===== src/pkg/wreg_regs.svh =====
/*
 * Constants for the working-register address generator: control-register
 * addresses, reset values of the slice pointers and field positions.
 * Assumes inclusion by bare name from the design files.
 */
`ifndef WREG_REGS_SVH
`define WREG_REGS_SVH

// ****************************************
// Control area addresses
// ****************************************
`define ADDR_LOW_SLICE_PTR   8'hd6
`define ADDR_HIGH_SLICE_PTR  8'hd7
`define ADDR_STACK_PTR_HIGH  8'hd8
`define ADDR_STACK_PTR_LOW   8'hd9

// ****************************************
// Reset values and fields
// ****************************************
`define LOW_SLICE_PTR_RESET  8'hc0
`define HIGH_SLICE_PTR_RESET 8'hc8
`define SLICE_STEP           8'h08
`define WREG_NIBBLE_TAG      4'hc
`define UPPER_AREA_BASE      8'hc0
`define COMMON_AREA_TOP      8'hcf

`endif


===== src/pkg/wreg_pkg.sv =====
/*
 * Types for the working-register address generator.
 * Assumes wreg_regs.svh supplies the numeric constants.
 */
package wreg_pkg;

	// One-hot stack sequencer states
	typedef enum logic [3:0] {
		ST_IDLE = 4'h1,
		ST_PUSH = 4'h2,
		ST_POP  = 4'h4,
		ST_WAIT = 4'h8
	} stack_state_t;

	// Stack operation requested by the execute unit
	typedef enum logic [2:0] {
		OP_NONE = 3'h0,
		OP_CALL = 3'h1,
		OP_RET  = 3'h2,
		OP_INTR = 3'h3,
		OP_INTERRUPT_RETURN_INSTR = 3'h4,
		OP_PUSH = 3'h5,
		OP_POP  = 3'h6
	} stack_op_t;

	// Pointer load selects
	typedef enum logic [1:0] {
		PTR_NONE = 2'h0,
		PTR_BOTH = 2'h1,
		PTR_LOW  = 2'h2,
		PTR_HIGH = 2'h3
	} ptr_load_t;

endpackage


===== src/pkg/slice_if.sv =====
/*
 * Carrier between the top and the operand resolver: slice pointers in,
 * resolved address and validity out.
 * Assumes a single clock domain; purely combinational traffic.
 */
`timescale 1ns/10ps
`default_nettype none

interface slice_if;
	logic [7:0] low_ptr;    // Low slice pointer value
	logic [7:0] high_ptr;   // High slice pointer value
	logic [7:0] operand;    // Raw operand field
	logic       short_form; // Operand is a 4-bit field
	logic [7:0] addr;       // Resolved register address
	logic       is_wreg;    // Operand resolved through a pointer
	logic       illegal;    // Direct name of a common-area byte

	modport top (output low_ptr, high_ptr, operand, short_form, input addr, is_wreg, illegal);
	modport res (input low_ptr, high_ptr, operand, short_form, output addr, is_wreg, illegal);
endinterface

`default_nettype wire


===== src/verilog/operand_resolver.sv =====
/*
 * Resolves a 4-bit or 8-bit register operand into an 8-bit register
 * address using the two slice pointers.
 * Assumes pointers are stable during the cycle in which they are read.
 */
`timescale 1ns/10ps
`default_nettype none
`include "wreg_regs.svh"

module operand_resolver (
	slice_if.res port // Pointer and operand carrier
);
	wire       is_tagged;
	wire       use_high;
	wire [7:0] chosen_ptr;
	wire [7:0] wreg_addr;

	assign is_tagged  = port.operand[7:4] == `WREG_NIBBLE_TAG;
	assign use_high   = port.operand[3];
	assign chosen_ptr = use_high ? port.high_ptr : port.low_ptr;
	// Pointer bits 2:0 are dropped here
	assign wreg_addr  = {chosen_ptr[7:3], port.operand[2:0]};

	assign port.is_wreg = port.short_form | is_tagged;
	// Plain 8-bit names pass through, reaching the upper control area above the common area
	assign port.addr    = port.is_wreg ? wreg_addr : port.operand;
	// Common-area names carry the 4'hc tag and are redirected, so this flag never rises
	assign port.illegal = ~port.is_wreg & (port.operand >= `UPPER_AREA_BASE)
		& (port.operand <= `COMMON_AREA_TOP);

endmodule // operand_resolver

`default_nettype wire


===== src/verilog/working_register_address_gen.sv =====
/*
 * Working-register address generation and system-stack addressing for an
 * 8-bit core: slice pointers, operand resolution, register-pair order and
 * call/return/interrupt stack sequencing.
 * Assumes the decoder holds its request stable until op_done and that
 * software loads the stack pointer before any stack use.
 */
`timescale 1ns/10ps
`default_nettype none
`include "wreg_regs.svh"

module working_register_address_gen (
	input  wire logic                clock,       // Core clock
	input  wire logic                sys_rst,     // Synchronous reset, high
	input  wire logic [7:0]          operand,     // Operand field
	input  wire logic                short_form,  // Operand is 4-bit
	input  wire logic                pair_access, // Operand names a 16-bit pair
	input  wire wreg_pkg::ptr_load_t ptr_load,    // Pointer set instruction
	input  wire logic [7:0]          ptr_value,   // Immediate for pointer set
	input  wire logic                reg_wr,      // Direct register write
	input  wire logic [7:0]          reg_wr_addr, // Direct write address
	input  wire logic [7:0]          reg_wr_data, // Direct write data
	input  wire wreg_pkg::stack_op_t stack_op,    // Stack request
	input  wire logic [15:0]         pc_in,       // Program counter to save
	input  wire logic [7:0]          flags_in,    // Flags to save
	input  wire logic [7:0]          push_data,   // Byte for data push
	input  wire logic [7:0]          mem_rd_data, // Register file read data
	output logic [7:0]               addr_hi,     // Resolved address, MSB byte
	output logic [7:0]               addr_lo,     // Odd partner of a pair
	output logic                     addr_bad,    // Illegal direct common name
	output logic [7:0]               low_ptr,     // Low slice pointer
	output logic [7:0]               high_ptr,    // High slice pointer
	output logic [15:0]              sp,          // Stack pointer
	output logic [7:0]               mem_addr,    // Stack byte address
	output logic [7:0]               mem_wr_data, // Stack byte to write
	output logic                     mem_wr,      // Stack write strobe
	output logic                     mem_rd,      // Stack read strobe
	output logic [15:0]              pc_out,      // Restored program counter
	output logic [7:0]               flags_out,   // Restored flags
	output logic                     pc_load,     // pc_out valid pulse
	output logic                     flags_load,  // flags_out valid pulse
	output logic [7:0]               pop_data,    // Byte from data pop
	output logic                     op_done      // Stack request finished
);
	// ****************************************
	// Slice pointers and operand resolution
	// ****************************************
	logic [7:0] low_ptr_q;
	logic [7:0] low_ptr_d;
	logic [7:0] high_ptr_q;
	logic [7:0] high_ptr_d;
	wire        wr_low;
	wire        wr_high;
	wire  [7:0] res_addr;

	slice_if sif ();

	assign sif.low_ptr    = low_ptr_q;
	assign sif.high_ptr   = high_ptr_q;
	assign sif.operand    = operand;
	assign sif.short_form = short_form;

	operand_resolver u_res (
		.port (sif.res)
	);

	assign wr_low  = reg_wr && reg_wr_addr == `ADDR_LOW_SLICE_PTR;
	assign wr_high = reg_wr && reg_wr_addr == `ADDR_HIGH_SLICE_PTR;

	always_comb begin
		low_ptr_d  = low_ptr_q;
		high_ptr_d = high_ptr_q;
		unique case (ptr_load)
			wreg_pkg::PTR_BOTH: begin
				low_ptr_d  = ptr_value;
				high_ptr_d = ptr_value + `SLICE_STEP;
			end
			wreg_pkg::PTR_LOW:  low_ptr_d = ptr_value;
			wreg_pkg::PTR_HIGH: high_ptr_d = ptr_value;
			wreg_pkg::PTR_NONE: begin
				if (wr_low) low_ptr_d = reg_wr_data;
				if (wr_high) high_ptr_d = reg_wr_data;
			end
		endcase
	end

	always_ff @(posedge clock) begin
		if (sys_rst) begin
			low_ptr_q  <= `LOW_SLICE_PTR_RESET;
			high_ptr_q <= `HIGH_SLICE_PTR_RESET;
		end else begin
			low_ptr_q  <= low_ptr_d;
			high_ptr_q <= high_ptr_d;
		end
	end

	// Pairs always start even; low bit forced so odd names still pair sanely
	assign res_addr = pair_access ? {sif.addr[7:1], 1'b0} : sif.addr;

	always_ff @(posedge clock) begin
		if (sys_rst) begin
			addr_hi  <= 8'h00;
			addr_lo  <= 8'h00;
			addr_bad <= 1'b0;
		end else begin
			addr_hi  <= res_addr;
			addr_lo  <= {res_addr[7:1], 1'b1};
			addr_bad <= sif.illegal;
		end
	end

	assign low_ptr  = low_ptr_q;
	assign high_ptr = high_ptr_q;

	// ****************************************
	// Stack sequencer
	// ****************************************
	wreg_pkg::stack_state_t state_q;
	wreg_pkg::stack_state_t state_d;
	logic [15:0] sp_q;
	logic [15:0] sp_d;
	logic [1:0]  idx_q;
	logic [1:0]  idx_d;
	logic [23:0] save_q;
	logic [23:0] save_d;
	wreg_pkg::stack_op_t op_q;
	wreg_pkg::stack_op_t op_d;
	wire  [1:0]  op_len;
	wire         is_push_op;
	wire         sp_wr_low;
	wire         sp_wr_high;

	// Bytes per request: flags ride above the PC on interrupts
	assign op_len = (stack_op == wreg_pkg::OP_INTR || stack_op == wreg_pkg::OP_INTERRUPT_RETURN_INSTR) ? 2'd3 :
		(stack_op == wreg_pkg::OP_CALL || stack_op == wreg_pkg::OP_RET) ? 2'd2 : 2'd1;
	assign is_push_op = stack_op == wreg_pkg::OP_CALL || stack_op == wreg_pkg::OP_INTR
		|| stack_op == wreg_pkg::OP_PUSH;
	assign sp_wr_low  = reg_wr && reg_wr_addr == `ADDR_STACK_PTR_LOW;
	assign sp_wr_high = reg_wr && reg_wr_addr == `ADDR_STACK_PTR_HIGH;

	always_comb begin
		state_d = state_q;
		sp_d    = sp_q;
		idx_d   = idx_q;
		save_d  = save_q;
		op_d    = op_q;
		unique case (state_q)
			wreg_pkg::ST_IDLE: begin
				if (sp_wr_low) sp_d[7:0] = reg_wr_data;
				if (sp_wr_high) sp_d[15:8] = reg_wr_data;
				if (stack_op != wreg_pkg::OP_NONE) begin
					op_d   = stack_op;
					idx_d  = op_len;
					// Byte order: PC low, PC high, flags; flags land on top
					save_d = {flags_in, pc_in[15:8], pc_in[7:0]};
					if (stack_op == wreg_pkg::OP_PUSH) save_d = {16'h0000, push_data};
					state_d = is_push_op ? wreg_pkg::ST_PUSH : wreg_pkg::ST_POP;
				end
			end
			wreg_pkg::ST_PUSH: begin
				sp_d  = sp_q - 16'h0001;
				idx_d = idx_q - 2'd1;
				if (idx_q == 2'd1) state_d = wreg_pkg::ST_WAIT;
			end
			wreg_pkg::ST_POP: begin
				sp_d  = sp_q + 16'h0001;
				idx_d = idx_q - 2'd1;
				if (idx_q == 2'd1) state_d = wreg_pkg::ST_WAIT;
			end
			wreg_pkg::ST_WAIT: begin
				// Decoder still holds its request here; op_done rises as this state ends
				state_d = wreg_pkg::ST_IDLE;
				op_d    = wreg_pkg::OP_NONE;
			end
		endcase
	end

	// Push byte chosen from save word, highest index last (on top)
	wire [1:0] push_sel = (op_q == wreg_pkg::OP_INTR) ? 2'd3 - idx_q :
		(op_q == wreg_pkg::OP_CALL) ? 2'd2 - idx_q : 2'd0;
	wire [7:0] push_byte = push_sel == 2'd2 ? save_q[23:16] :
		push_sel == 2'd1 ? save_q[15:8] : save_q[7:0];
	wire [15:0] sp_pre = sp_q - 16'h0001;

	// No reset on the stack pointer; software must load it first
	always_ff @(posedge clock) begin
		sp_q <= sp_d;
	end

	always_ff @(posedge clock) begin
		if (sys_rst) begin
			state_q <= wreg_pkg::ST_IDLE;
			idx_q   <= 2'd0;
			save_q  <= 24'h000000;
			op_q    <= wreg_pkg::OP_NONE;
		end else begin
			state_q <= state_d;
			idx_q   <= idx_d;
			save_q  <= save_d;
			op_q    <= op_d;
		end
	end

	wire in_push = state_q == wreg_pkg::ST_PUSH;
	wire in_pop  = state_q == wreg_pkg::ST_POP;
	wire in_done = state_q == wreg_pkg::ST_WAIT;
	wire in_idle = state_q == wreg_pkg::ST_IDLE;

	// Address is pre-decremented for pushes, current SP for pops
	always_ff @(posedge clock) begin
		if (sys_rst) begin
			mem_addr    <= 8'h00;
			mem_wr_data <= 8'h00;
			mem_wr      <= 1'b0;
			mem_rd      <= 1'b0;
		end else begin
			mem_addr    <= in_push ? sp_pre[7:0] : sp_q[7:0];
			mem_wr_data <= push_byte;
			mem_wr      <= in_push;
			mem_rd      <= in_pop;
		end
	end

	// Read byte stands with mem_rd; count restarts in idle so a long pop cannot skew the next
	logic [1:0] rd_cnt_q;
	always_ff @(posedge clock) begin
		if (sys_rst) begin
			rd_cnt_q   <= 2'd0;
			pc_out     <= 16'h0000;
			flags_out  <= 8'h00;
			pop_data   <= 8'h00;
			pc_load    <= 1'b0;
			flags_load <= 1'b0;
			op_done    <= 1'b0;
		end else begin
			pc_load    <= 1'b0;
			flags_load <= 1'b0;
			op_done    <= in_done;
			if (in_idle) rd_cnt_q <= 2'd0;
			if (mem_rd) begin
				rd_cnt_q <= rd_cnt_q + 2'd1;
				if (op_q == wreg_pkg::OP_POP) pop_data <= mem_rd_data;
				else if (op_q == wreg_pkg::OP_INTERRUPT_RETURN_INSTR && rd_cnt_q == 2'd0)
					flags_out <= mem_rd_data;
				else if (op_q == wreg_pkg::OP_INTERRUPT_RETURN_INSTR && rd_cnt_q == 2'd1 ||
					op_q == wreg_pkg::OP_RET && rd_cnt_q == 2'd0)
					pc_out[15:8] <= mem_rd_data;
				else pc_out[7:0] <= mem_rd_data;
			end
			if (in_done && (op_q == wreg_pkg::OP_RET || op_q == wreg_pkg::OP_INTERRUPT_RETURN_INSTR))
				pc_load <= 1'b1;
			if (in_done && op_q == wreg_pkg::OP_INTERRUPT_RETURN_INSTR) flags_load <= 1'b1;
		end
	end

	assign sp = sp_q;

endmodule // working_register_address_gen

`default_nettype wire

===== config.mk =====
export PLATFORM = sky130hd
export DESIGN_NAME = working_register_address_gen
export DESIGN_NICKNAME = d
export VERILOG_FILES = /design/src/pkg/wreg_pkg.sv /design/src/pkg/slice_if.sv /design/src/verilog/operand_resolver.sv /design/src/verilog/working_register_address_gen.sv
export VERILOG_INCLUDE_DIRS = /design/src /design/src/pkg
export SDC_FILE = /design/constraint.sdc
export NUM_CORES = 1
export LEC_CHECK = 0
export BUFFER_PORTS_ARGS = -buffer_cell sky130_fd_sc_hd__buf_2
export CAP_MARGIN = 40
export CORE_MARGIN = 2
export CORE_UTILIZATION = 47
export DETAILED_ROUTE_END_ITERATION = 8
export PLACE_DENSITY_LB_ADDON = 0.25
export SLEW_MARGIN = 15
export SYNTH_ARGS = -nofsm -noshare
export SYNTH_HDL_FRONTEND = slang
export SYNTH_SLANG_ARGS = --single-unit

===== constraint.sdc =====
create_clock -name clock -period 2.08 [get_ports clock]
set_clock_uncertainty 0.2 [all_clocks]
set_input_delay 0.312 -clock clock [delete_from_list [all_inputs] [get_ports clock]]
set_output_delay 0.312 -clock clock [all_outputs]
set_load 0.02 [all_outputs]

==> results of run 1 <==
==> power breakdown <==
group,internal [uW],switching [uW]
Clock,1900,1080
Sequential,2710,112
Combinational,575,736
Total,5190,1930
==> cell type report <==
type | instances | area (um2)
timing repair buffer | 269 | 1750
tap | 176 | 220
inverter | 13 | 51.3
multi-input combinational | 481 | 3330
clock inverter | 7 | 67.6
fill | 1069 | 4370
clock buffer | 23 | 531
sequential | 130 | 2770
==> path summary, 6_finish.rpt <==
path                   start  slack [ns]  cells past startpoint          to
setup / recovery       sp[1]       -0.05                      6      sp[15]
hold / removal    operand[7]        0.02                      3  addr_hi[7]
setup reg to reg       sp[1]       -0.05                      6      sp[15]
hold reg to reg   save_q[10]        0.25                      2  save_q[10]
==> repair_timing <==
item	4_1_cts	5_1_grt
setup buffers	0	10
pin swaps	1	29
hold buffers	33	0
resized for setup	7	35
hold endpoints to repair	53	0
setup endpoints to repair	20	70
cloned	0	3
==> flip-flops by register name, indices dropped and copies added, names as in the netlist, 3 cells and up <==
name	count
addr_hi	8
pop_data	8
flags_out	8
low_ptr	8
mem_wr_data	8
high_ptr	8
state_q	4
mem_addr	8
save_q	24
op_q	3
sp	16
pc_out	16
==> cell families after synthesis <==
group	synth area share
multiplexers	0.0981
flip-flops	0.444
AO/OA/AOI/OAI	0.141
adder cells (fa/ha/maj)	0.0201
AND/OR/NAND/NOR	0.209
other	0.000602
buffers and inverters	0.0543
XOR/XNOR	0.0338
==> worst max-delay path, cell delays in order (launching register included) <==
cell	delay (ns)
edfxtp_1	0.42
buf_6	0.15
or4_4	0.59
nor2_4	0.14
nand3_2	0.07
xor2_1	0.16
o221ai_1	0.13
==> metal layers <==
layer | part of all wire | GRT usage | routed length (um)
met1 | 0.41 | 0.291 | 7330
met2 | 0.51 | 0.420 | 9090
met3 | 0.061 | 0.0527 | 1090
met4 | 0.026 | 0.112 | 459
met5 | 0 | 0 | 0
==> per-stage QoR <==
step	power [uW]	hold WS (ns)	util	instance area, um2	instances
after floorplan	3600	0.188	-	6280	680
after global placement	3970	0.240	0.571	7470	1024
after detailed placement	4000	0.244	0.571	7470	1024
after CTS	7030	0.00369	0.644	8430	1087
after global routing	7390	0.0225	0.666	8710	1099
final	7110	0.0196	0.666	8710	1099
==> placed cells by master (no fill, tap or decap), types with 5 or more instances in the layout <==
master / synthesis / final
nand4_1: 5 / 5
ha_1: 10 / 8
o21ai_0: 14 / 12
edfxtp_1: 16 / 16
buf_2: 6 / 182
clkbuf_16: 0 / 22
dlygate4sd3_1: 0 / 33
a211oi_1: 25 / 23
buf_4: 15 / 45
nand3_1: 29 / 25
inv_1: 12 / 10
nor2_4: 2 / 5
mux2i_1: 52 / 52
mux2_2: 8 / 8
nand2_1: 71 / 70
nor3_1: 14 / 12
a221oi_1: 7 / 7
o221ai_1: 7 / 6
xnor2_1: 16 / 16
a21oi_1: 43 / 38
nor2_1: 85 / 81
dfxtp_1: 114 / 111
xor2_1: 8 / 8
and3_1: 8 / 6
nor3b_1: 7 / 5
a21oi_2: 0 / 5
==> impl_metrics.env, run 1 <==
export IMPL_status="finished with violations"
export IMPL_violations="setup timing"
export IMPL_yosys_warnings=0
export IMPL_synth_common_cells="dfxtp_1, nor2_1, nand2_1"
export IMPL_numClockSinks=130
export IMPL_diodes=0
export IMPL_ys_seq_area_frac=0.444
export IMPL_grt_max_degree=42
export IMPL_finalWirelength_mm=18.0
export IMPL_grt_ovfl_total=0
export IMPL_finalSetupViolations=8
export IMPL_antenna_left=0
export IMPL_drcViolationCount=0
export IMPL_vias=6037
export IMPL_pre_cts_ws_ns=-0.178
export IMPL_max_slew_worst_pin_slew_ns=0.520
export IMPL_grt_usage=0.244
export IMPL_die_w_um=119
export IMPL_clkSlewWorstSetupHoldPaths_ns=0.06
export IMPL_cp_end_kind="register"
export IMPL_final_nets=1004
export IMPL_routabilityCongestion=0.908
export IMPL_io_buffers=183
export IMPL_cts_buffers=17
export IMPL_die_area_mm2=0.0142
export IMPL_crit_arrival_ns=2.07
export IMPL_slew_headroom=0.651
export IMPL_synth_ff_type="dfxtp_1"
export IMPL_async_reset_ff_frac=0
export IMPL_drive_gt1_frac=0.359
export IMPL_fin_crit_sh=1.02
export IMPL_hold_viol=0
export IMPL_dp_hpwl_mm=12.0
export IMPL_cp_required_ns=2.02
export IMPL_netlist_top_cells_area="dfxtp_1, mux2i_1, edfxtp_1"
export IMPL_setup_tns_ns=-0.184
export IMPL_ios=184
export IMPL_drv_slew=0
export IMPL_critPathKind="reg -> reg"
export IMPL_synth_fp_nets=772
export IMPL_synth_edf_count=16
export IMPL_grt_pass1_vias=5724
export IMPL_synth_seq_cells=130
export IMPL_synthMostInstantiatedCell="dfxtp_1"
export IMPL_syn_cell_area_mm2=0.00623
export IMPL_netlist_area_leader_share=0.367
export IMPL_antenna_found_initial=0
export IMPL_rsz0062_at_grt="true"
export IMPL_drv_cap=0
export IMPL_die_height_um=119
export IMPL_drtIter0Drc=464
export IMPL_start_kind="register"
export IMPL_rows=42
export IMPL_period_minus_slack_ns=2.13
export IMPL_powerDensity_mw_per_mm2=816
export IMPL_dr_pass1_iters=6
export IMPL_p_leak_uw=0.00397
export IMPL_core_area_mm2=0.0131
export IMPL_postSynthCellCount=680
export IMPL_cts_root_buffer="clkbuf_16"
export IMPL_routed_via_density=5.49
export IMPL_synth_area_leader_cell="dfxtp_1"
export IMPL_ir_worst_vdd_mv=0.532
export IMPL_synth_area_per_cell_um2=9.16
export IMPL_area_growth_pct=40.0
export IMPL_clk_latency_ns=0.41
export IMPL_cts_tree="yes"
export IMPL_setup_slack_ns=-0.0465
export IMPL_h_tree_depth=4
export IMPL_worstPathMaxFanout=6
export IMPL_fmax_mhz=470
export IMPL_clock_path_buffers=2
export IMPL_initial_core_util=0.476
export IMPL_synth_cell_types=70
export IMPL_hold_class="in -> reg"
export IMPL_wire_per_inst_um=16.4
export IMPL_grt_pass1_wl_mm=27.7
Power figures use the tool's default switching activity.
==> run 2, diff against run 1 <==
- CELL_PAD_IN_SITES_DETAIL_PLACEMENT: not set -> 2
- CELL_PAD_IN_SITES_GLOBAL_PLACEMENT: not set -> 2
- CORE_UTILIZATION: 47 -> 28
==> run 2 against run 1 <==
The run still ends with setup timing left. Sequential power about the same. Maximum frequency decreased by 1.7%. Final cell count increased by 10%. Worst setup slack got worse by 0.037 ns. Power about the same. Sequential share of layout area decreased by 0.25 points. Clock power about the same. Register-to-register slack got worse by 0.04 ns. Critical path depth unchanged. Sequential cell count unchanged. First-iteration DRC count decreased by 55%. Critical endpoint is now sp[10].
==> impl_metrics.env, run 2 (synthesis results as in run 1) <==
export IMPL_vias=6113
export IMPL_violations="setup timing"
export IMPL_max_slew_worst_pin_slew_ns=0.519
export IMPL_grt_ovfl_total=0
export IMPL_drv_slew=0
export IMPL_ios=184
export IMPL_initial_core_util=0.285
export IMPL_routed_via_density=5.05
export IMPL_grt_pass1_vias=6718
export IMPL_crit_arrival_ns=2.12
export IMPL_seqCellArea_mm2=0.00276
export IMPL_hold_class="in -> reg"
export IMPL_grt_max_degree=45
export IMPL_die_height_um=153
export IMPL_postPlaceCellArea_mm2=0.00769
export IMPL_finalSetupViolations=9
export IMPL_io_buffers=183
export IMPL_design_area_mm2=0.00878
export IMPL_slew_headroom=0.651
export IMPL_h_tree_depth=4
export IMPL_final_common_cell="buf_2"
export IMPL_die_w_um=153
export IMPL_grt_usage=0.197
export IMPL_final_util=0.402
export IMPL_status="finished with violations"
export IMPL_dp_hpwl_mm=16.3
export IMPL_p_leak_uw=0.00396
export IMPL_drcViolationCount=0
export IMPL_cts_root_buffer="clkbuf_16"
export IMPL_die_area_mm2=0.0234
export IMPL_final_cell_mix="buf_2, dfxtp_1, nor2_1"
export IMPL_finalWirelength_mm=23.3
export IMPL_period_minus_slack_ns=2.16
export IMPL_ir_worst_vdd_mv=0.610
export IMPL_clock_path_buffers=2
export IMPL_drive_gt1_frac=0.345
export IMPL_clk_latency_ns=0.42
export IMPL_cts_buffers=17
export IMPL_start_kind="register"
export IMPL_rows=54
export IMPL_drv_cap=0
export IMPL_regMostFlops="save_q"
export IMPL_largest_reg_flops=24
export IMPL_routabilityCongestion=0.790
export IMPL_wire_per_inst_um=19.3
export IMPL_antenna_found_initial=1
export IMPL_clkSlewWorstSetupHoldPaths_ns=0.06
export IMPL_power_uw=7110
export IMPL_hold_viol=0
export IMPL_diodes=0
export IMPL_area_growth_pct=41.0
export IMPL_fillers=2407
export IMPL_worstPathMaxFanout=4
export IMPL_setup_slack_ns=-0.0831
export IMPL_fin_crit_sh=1.04
export IMPL_multi_input_area_mm2=0.00327
export IMPL_fmax_mhz=462
export IMPL_grt_pass1_wl_mm=36.8
export IMPL_core_area_mm2=0.0218
export IMPL_cts_tree="yes"
export IMPL_final_nets=1009
export IMPL_critPathKind="reg -> reg"
export IMPL_numClockSinks=130
export IMPL_dr_pass1_iters=4
export IMPL_rsz0062_at_grt="true"
export IMPL_cp_required_ns=2.04
export IMPL_powerDensity_mw_per_mm2=810
export IMPL_antenna_left=0
export IMPL_cp_end_kind="register"
export IMPL_drtIter0Drc=209
run 2: cell types whose count changed in the layout (fill, tap and decap cells not counted), sizes merged:
cell / delta
clkbuf: -9
inv: +5
clkinvlp: +3
buf: +7
dlygate4sd3: +1
run 2: final timing paths:
check	endpoint	cells past startpoint	slack, ns	from
worst max register to register	sp[10]	6	-0.08	sp[1]
worst min-delay path	addr_hi[5]	3	0.03	operand[5]
worst min register to register	save_q[13]	2	0.25	save_q[13]
worst max-delay path	sp[10]	6	-0.08	sp[1]
run 2: timing repair:
action / 4_1_cts / 5_1_grt
hold endpoints to repair: 51 / 0
endpoints found under the setup margin: 20 / 40
setup buffers: 2 / 6
hold buffers: 34 / 0
pin swaps: 1 / 6
gates resized for setup: 5 / 18
run 2: per-layer routing:
metal / vias up / global-route usage / part of all wire
met5: - / 0 / 0
met4: 0 / 0.0631 / 0.018
met3: 33 / 0.0366 / 0.035
met2: 148 / 0.365 / 0.53
met1: 3045 / 0.227 / 0.42
li1: 2887 / - / -
run 2: critical path, cell delays in order, from the launching register on:
cell	delay [ns]
edfxtp_1	0.42
inv_1	0.09
ha_2	0.17
or4b_4	0.51
nor4_2	0.21
xnor2_1	0.16
o221ai_1	0.13
run 2: metrics by stage:
stage	hold WS [ns]	TNS, ns	worst slack, ns	instances
after floorplan	0.188	-0.742	-0.188	680
after global placement	0.241	-0.0204	-0.0204	1137
after detailed placement	0.248	-0.986	-0.120	1137
after CTS	0.00929	-0.245	-0.0664	1205
after global routing	0.0402	-1.44	-0.187	1210
final	0.0294	-0.512	-0.0831	1210
run 2: layout make-up:
class	instances	area share
Inverter	13	0.00584
Tap cell	280	0.0399
Clock buffer	17	0.0485
Sequential cell	130	0.315
Clock inverter	15	0.0167
Timing Repair Buffer	274	0.202
Multi-Input combinational cell	481	0.373
run 2: power by group:
part	total (uW)	internal, uW	switching (uW)
Clock	2950	1670	1280
Sequential	2830	2710	123
Combinational	1320	554	768
Total	7110	4940	2170
